File: config.mk
export PLATFORM = sky130hd
export DESIGN_NAME = sbmsr_switch_buffer_mgr_status_regs
export DESIGN_NICKNAME = d
export VERILOG_FILES = /design/src/logic/sbmsr_switch_buffer_mgr_status_regs.v
export VERILOG_INCLUDE_DIRS = /design/src /design/src/logic
export SDC_FILE = /design/constraint.sdc
export NUM_CORES = 1
export LEC_CHECK = 0
export BUFFER_PORTS_ARGS = -buffer_cell sky130_fd_sc_hd__buf_4
export CELL_PAD_IN_SITES_DETAIL_PLACEMENT = 0
export CELL_PAD_IN_SITES_GLOBAL_PLACEMENT = 2
export CORE_MARGIN = 4
export CORE_UTILIZATION = 38
export DETAILED_ROUTE_END_ITERATION = 10
export HOLD_SLACK_MARGIN = 0.03
export PLACE_DENSITY_LB_ADDON = 0.05
export SLEW_MARGIN = 20
export SYNTH_ARGS = -nofsm -noshare
export SYNTH_HDL_FRONTEND = slang
export SYNTH_SLANG_ARGS = --single-unit
export TNS_END_PERCENT = 30
File: constraint.sdc
create_clock -name refClk -period 2.5 [get_ports refClk]
set_clock_uncertainty 0.15 [all_clocks]
set_input_delay 0.25 -clock refClk [delete_from_list [all_inputs] [get_ports refClk]]
set_output_delay 0.25 -clock refClk [all_outputs]
set_load 0.01 [all_outputs]
File: src/logic/sbmsr_defs.vh
// constants for the buffer manager control and status register bank
`ifndef SBMSR_DEFS_VH
`define SBMSR_DEFS_VH

// ----------------------------------------
// register indices (plain port address)
// ----------------------------------------
`define SBMSR_ADDR_BCAST_LIMIT 16'h1C04
`define SBMSR_ADDR_DROP_CNT0 16'h1C05
`define SBMSR_ADDR_DROP_CNT1 16'h1C06
`define SBMSR_ADDR_DROP_CNT2 16'h1C07
`define SBMSR_ADDR_INIT_STATUS 16'h1C08
`define SBMSR_ADDR_TBL_CMD 16'h1C09
`define SBMSR_ADDR_TBL_WDATA 16'h1C0A
`define SBMSR_ADDR_TBL_RDATA 16'h1C0B

// ----------------------------------------
// reset values and field positions
// ----------------------------------------
`define SBMSR_BCAST_LIMIT_RST 8'h31
`define SBMSR_CMD_RNW_BIT 4
`define SBMSR_CNT_MAX 32'hFFFFFFFF
`define SBMSR_CNT_ZERO 32'h00000000
`define SBMSR_CNT_ONE 32'h00000001

// ----------------------------------------
// usage range bounds of the weight table
// ----------------------------------------
`define SBMSR_USAGE_TIER1 8'h40
`define SBMSR_USAGE_TIER2 8'h80

`endif

File: src/logic/sbmsr_switch_buffer_mgr_status_regs.v
// buffer manager control and status register bank with discard weight table
// ----------------------------------------
// Operation
// - broadcast buffer limit, 8 bits, reset 31h
// - one 32-bit drop counter per port
// - count space-limit, red and yellow drops
// - reading a counter returns and clears it
// - counters saturate at all ones
// - weight table not initialized on fabric reset; only the init time is counted
// - ready flag low after reset, self-sets
// - command write starts table access immediately
// - bit 4 selects read(1) or write(0)
// - bits 3:0 select one of 16 entries
// - usage ranges 8, 16, 32 buffers wide
// - read command loads entry into read data
// - entries hold 10-bit drop probability
// ----------------------------------------
//
// Design decision made here: strobed register access.
`timescale 1ns/1ns
`include "sbmsr_defs.vh"

module sbmsr_switch_buffer_mgr_status_regs #(
	parameter NPORTS = 3,
	parameter ENTRY_W = 10,
	parameter INIT_CYCLES = 16,
	// saturation point of the drop counters; a bench may lower it to reach it quickly
	parameter [31:0] CNT_MAX = `SBMSR_CNT_MAX
) (
	// clock and reset
	input wire refClk,
	input wire nrst,
	// register port
	input wire [15:0] regAddr,
	input wire [31:0] regWrData,
	input wire regWrStrobe,
	input wire regRdStrobe,
	output reg [31:0] regRdData,
	// drop events from the datapath, one bit per ingress port
	input wire [NPORTS-1:0] spaceDrop,
	input wire [NPORTS-1:0] redDrop,
	input wire [NPORTS-1:0] yellowDrop,
	// weight lookup for the random discard logic
	input wire [7:0] ingressUsage,
	output reg [ENTRY_W-1:0] yellowDropProb,
	// configuration and status to the fabric
	output wire [7:0] bcastLimit,
	output wire tablesInitializedFlag
);

	// ----------------------------------------
	// broadcast limit
	// ----------------------------------------
	reg [7:0] bcastLimitReg;
	assign bcastLimit = bcastLimitReg;
	always @(posedge refClk or negedge nrst) begin
		if (!nrst) begin
			bcastLimitReg <= `SBMSR_BCAST_LIMIT_RST;
		end else if (regWrStrobe && regAddr == `SBMSR_ADDR_BCAST_LIMIT) begin
			bcastLimitReg <= regWrData[7:0];
		end
	end

	// ----------------------------------------
	// per port drop counters
	// ----------------------------------------
	wire [31:0] dropCnt [0:NPORTS-1];
	genvar gi;
	generate
		for (gi = 0; gi < NPORTS; gi = gi + 1) begin : gCnt
			reg [31:0] cnt;
			wire hit = spaceDrop[gi] | redDrop[gi] | yellowDrop[gi];
			wire clr = regRdStrobe && (regAddr == `SBMSR_ADDR_DROP_CNT0 + gi);
			assign dropCnt[gi] = cnt;
			always @(posedge refClk or negedge nrst) begin
				if (!nrst) begin
					cnt <= `SBMSR_CNT_ZERO;
				end else if (clr) begin
					// an event in the clearing cycle survives as a count of one
					cnt <= hit ? `SBMSR_CNT_ONE : `SBMSR_CNT_ZERO;
				end else if (hit && cnt != CNT_MAX) begin
					cnt <= cnt + `SBMSR_CNT_ONE;
				end
			end
		end
	endgenerate

	// ----------------------------------------
	// initialization sequence after reset
	// ----------------------------------------
	reg [7:0] initCnt;
	reg ready;
	assign tablesInitializedFlag = ready;
	always @(posedge refClk or negedge nrst) begin
		if (!nrst) begin
			initCnt <= 8'h00;
			ready <= 1'b0;
		end else if (!ready) begin
			// walk the table-init time; the weight table itself is left alone
			if (initCnt == INIT_CYCLES[7:0] - 8'h01) begin
				ready <= 1'b1;
			end
			initCnt <= initCnt + 8'h01;
		end
	end

	// ----------------------------------------
	// discard weight table and its commands
	// ----------------------------------------
	reg [ENTRY_W-1:0] weightTable [0:15];
	reg [4:0] cmdReg;
	reg [ENTRY_W-1:0] wrDataReg;
	reg [ENTRY_W-1:0] rdDataReg;
	wire cmdWrite = regWrStrobe && regAddr == `SBMSR_ADDR_TBL_CMD;

	always @(posedge refClk or negedge nrst) begin
		if (!nrst) begin
			cmdReg <= 5'h00;
			wrDataReg <= {ENTRY_W{1'b0}};
			rdDataReg <= {ENTRY_W{1'b0}};
		end else begin
			if (regWrStrobe && regAddr == `SBMSR_ADDR_TBL_WDATA) begin
				wrDataReg <= regWrData[ENTRY_W-1:0];
			end
			if (cmdWrite) begin
				cmdReg <= regWrData[4:0];
				if (regWrData[`SBMSR_CMD_RNW_BIT]) begin
					rdDataReg <= weightTable[regWrData[3:0]];
				end
			end
		end
	end

	// no reset on the table: software must fill it before use
	always @(posedge refClk) begin
		if (cmdWrite && !regWrData[`SBMSR_CMD_RNW_BIT]) begin
			weightTable[regWrData[3:0]] <= wrDataReg;
		end
	end

	// ----------------------------------------
	// usage to index mapping for lookup
	// ----------------------------------------
	reg [3:0] usageIdx;
	always @* begin
		if (ingressUsage < `SBMSR_USAGE_TIER1) begin
			usageIdx = {1'b0, ingressUsage[5:3]};
		end else if (ingressUsage < `SBMSR_USAGE_TIER2) begin
			usageIdx = {2'b10, ingressUsage[5:4]};
		end else begin
			usageIdx = {2'b11, ingressUsage[6:5]};
		end
	end

	always @(posedge refClk or negedge nrst) begin
		if (!nrst) begin
			yellowDropProb <= {ENTRY_W{1'b0}};
		end else begin
			yellowDropProb <= weightTable[usageIdx];
		end
	end

	// ----------------------------------------
	// read data, one cycle after the strobe
	// ----------------------------------------
	reg [31:0] next_regRdData;
	always @* begin
		next_regRdData = 32'h00000000;
		case (regAddr)
			`SBMSR_ADDR_BCAST_LIMIT: next_regRdData = {24'h000000, bcastLimitReg};
			`SBMSR_ADDR_DROP_CNT0: next_regRdData = dropCnt[0];
			`SBMSR_ADDR_DROP_CNT1: next_regRdData = dropCnt[1];
			`SBMSR_ADDR_DROP_CNT2: next_regRdData = dropCnt[2];
			`SBMSR_ADDR_INIT_STATUS: next_regRdData = {31'h00000000, ready};
			`SBMSR_ADDR_TBL_CMD: next_regRdData = {27'h0000000, cmdReg};
			`SBMSR_ADDR_TBL_WDATA: next_regRdData = {{(32-ENTRY_W){1'b0}}, wrDataReg};
			`SBMSR_ADDR_TBL_RDATA: next_regRdData = {{(32-ENTRY_W){1'b0}}, rdDataReg};
			default: next_regRdData = 32'h00000000;
		endcase
	end

	always @(posedge refClk or negedge nrst) begin
		if (!nrst) begin
			regRdData <= 32'h00000000;
		end else if (regRdStrobe) begin
			regRdData <= next_regRdData;
		end else begin
			regRdData <= 32'h00000000;
		end
	end

endmodule // sbmsr_switch_buffer_mgr_status_regs

==> results by group <==
Synthesis
  – Most frequent cell after synthesis: dfrtp_1
  – Cells after synthesis: 1326
  – Top FF cell, synth: dfrtp_1
  – Avg Cell Area, Syn: 12.4 sq um
  – EDFF count, synth: 160
  – Syn_nets: 1399
  – Synth area leaders: edfxtp_1 29%, dfrtp_1 27%, mux4_2 6.8%, mux2i_1 4.1%, a21oi_1 2.5%
  – Post-synthesis cell area: 16500 sq um
  – Post-synthesis register bit count: 340
  – Yosys top cell area share: 0.292
  – Commonest cells post-synth: 177 x dfrtp_1, 160 x edfxtp_1, 81 x a21oi_1
  – Sequential-to-total area share from yosys stat: 0.566
  – Ys Warns: 0
  – Post-synth top area cell: edfxtp_1
  – FFs w/ async S/R, synth: 0.529
  – Library cells used by synthesis: 65

Power and ir drop
  – Leakage power: 8.31 nW
  – Clock group share of total power: 0.449
  – Worst VDD drop: 0.489 mV
  – Internal: 9.94 mW
  – Pwr/cell area: 644 nW/um^2
  – Switching power: 3.31 mW
  – Switch share: 0.250
  – Gate power share: 0.081
  – Register share of total power: 0.469

Critical path
  – CP endpoint kind: flop
  – Data arrival, critical path: 2810 ps
  – Worst-path maximum fanout: 8
  – R2R setup slack: 140 ps
  – CP required: 2850 ps
  – CP Class: input port to flop
  – CP startpoint kind: input port

Floorplanning
  – Starting Density: 0.388
  – Die Area: 46700 sq um
  – Die extent in y: 216 um
  – Core Box Area: 42400 sq um
  – I/O pin cnt: 120
  – Die Width: 216 um
  – Cell Rows: 75

Clock tree
  – Max H-tree Level: 2
  – Clk Latency, worst-skew pair: 580 ps
  – TritonCTS Buffers: 40
  – CTS tree: built
  – Postcts setup bufs: 0
  – Clock Sinks: 340
  – Clock tree buffer depth: 3
  – Clk root buf: clkbuf_16
  – Clk slew on worst S/H paths: 60 ps

GRT
  – First-pass GRT wire length: 82100 um
  – Remaining global-route overflow: 0
  – Pin count of the biggest net entering global routing: 60
  – Antenna violations before repair: 0
  – Vias in the first global route: 12300
  – Total GRT Usage: 0.233

Drt
  – Drt wl/cell: 25.6 um
  – Final WL: 55000 um
  – ANT nets after route: 0
  – Via count: 12700
  – TritonRoute pass-1 iters: 7
  – Remaining DRCs: 0
  – DRT iter0 DRCs: 1385
  – DR vias/cell: 5.90

STA
  – RSZ-0062 raised after global routing: yes
  – Final period util: 0.981
  – Max-slew headroom: 0.387
  – Max Transition Viols Final: 0
  – Setup WS post-layout: 46.5 ps
  – Post-layout minimum cycle time: 2450 ps
  – FMAX: 408 MHz
  – Final setup violating endpoints: 0
  – Final hold violation count: 0
  – Least-Margin Pin Slew: 919 ps

Final layout
  – Ratio of cells with drive above 1 in the final layout: 0.267
  – Post-layout net count: 1616
  – Util after Layout: 0.485
  – Area delta synth->final: 25.0%

Worst hold path
  – Hold WC Path Type: input port to flop

Place
  – Placer congestion estimate: 0.858
  – Post-place setup slack: -335 ps
  – Port buffer count: 94
  – Detail Placement HPWL: 39900 um

Run
  – Max_cap viols: 0

Status
  – Outcome: finished, final reports clean
-- what timing repair did --
action | 4_1_cts | 5_1_grt
resized for setup | 0 | 4
hold endpoints to repair | 135 | 0
endpoints found under the setup margin | 0 | 9
hold buffers | 17 | 0
-- metal layers --
| layer | track usage | share of wire | up-vias | wire length (um) |
|---|---|---|---|---|
| li1 | - | - | 5768 | - |
| met1 | 0.357 | 0.47 | 6408 | 25900 |
| met2 | 0.326 | 0.42 | 441 | 23200 |
| met3 | 0.0787 | 0.094 | 52 | 5190 |
| met4 | 0.0395 | 0.013 | 0 | 743 |
| met5 | 0 | 0 | - | 0 |
-- sequential cells by signal, summed over array words and instances, names as in the netlist --
signal                 flops
weightTable              160
gCnt.cnt                  96
regRdData                 32
rdDataReg                 10
wrDataReg                 10
yellowDropProb            10
bcastLimit                 8
initCnt                    8
cmdReg                     5
tablesInitializedFlag      1
-- kinds of logic (layout without fill, tap and decap cells) --
| group | count (synthesis) | count (layout) | share of synthesized area |
|---|---|---|---|
| and+or+nand+nor | 446 | 446 | 0.155 |
| muxes | 145 | 145 | 0.130 |
| other | 0 | 1 | 0 |
| AOI/OAI and AO/OA | 290 | 290 | 0.118 |
| buffers and inverters | 86 | 329 | 0.0208 |
| xor gates and xnor gates | 15 | 15 | 0.00798 |
| adders and majority gates | 4 | 4 | 0.00304 |
| DFF | 340 | 340 | 0.566 |
-- cells in the final DEF, fill, tap and decap left out, types with 23 or more instances in the layout --
master | synthesis | layout
a21oi_1 | 81 | 81
dfrtp_1 | 177 | 177
nor2_1 | 61 | 51
o31ai_1 | 25 | 25
o21ai_0 | 57 | 57
or3_1 | 59 | 59
mux2i_1 | 67 | 66
clkbuf_16 | 0 | 41
mux4_2 | 50 | 50
nand4_1 | 44 | 44
or4_1 | 32 | 32
buf_4 | 0 | 213
nand3_1 | 49 | 48
a222oi_1 | 33 | 33
buf_12 | 0 | 23
edfxtp_1 | 160 | 160
nand2_1 | 78 | 78
-- final cells by class --
cell class | count | area (sq um)
Fill cell | 3828 | 21800
Multi-Input combinational cell | 900 | 6940
Tap cell | 577 | 722
Sequential cell | 340 | 9310
Clock inverter | 19 | 221
Antenna cell | 1 | 2.50
Inverter | 7 | 26.3
Clock buffer | 49 | 1110
Timing Repair Buffer | 254 | 2240
-- worst paths after layout --
check	from	to	cells after the start
max	regAddr[13]	bcastLimit[5]$_DFFE_PN1P_	8
min	redDrop[0]	gCnt[0].cnt[0]$_DFFE_PN0P_	4
max reg2reg	gCnt[0].cnt[3]$_DFFE_PN0P_	gCnt[0].cnt[23]$_DFFE_PN0P_	5
min reg2reg	cmdReg[4]$_DFFE_PN0N_	cmdReg[4]$_DFFE_PN0N_	2
max in group asynchronous	nrst	gCnt[2].cnt[20]$_DFFE_PN0P_	3
min in group asynchronous	nrst	gCnt[1].cnt[6]$_DFFE_PN0P_	2
-- through the flow --
step           TNS (ps)  std cells  total power, mW  hold WS (ps)  instance area (sq um)
6_report              0       2147             13.2          67.9                  20600
5_1_grt           -12.0       2146             13.8          87.6                  20600
4_1_cts               0       2146             13.4          34.5                  20600
3_5_place_dp     -34140       2061             7.38           170                  19100
3_3_place_gp     -30720       2061             7.37           162                  19100
2_1_floorplan    -34790       1326             6.81          -196                  16600
-- power by group through the flow --
stage / clock (mW) / sequential, mW / combinational (mW)
floorplan: 0 / 6.26 / 0.548
global placement: 0 / 6.32 / 1.05
detailed placement: 0 / 6.32 / 1.06
CTS: 6.11 / 6.21 / 1.08
global route: 6.36 / 6.23 / 1.19
finish: 5.95 / 6.22 / 1.08
-- critical path: stages --
cell           delay (ps)
buf_4                 110
or4b_4                560
buf_4                 180
nor4b_4               300
nor3b_4               360
nand2_4               180
mux2_4                320
dlygate4sd3_1         550
(Power assumes the default switching activity.)
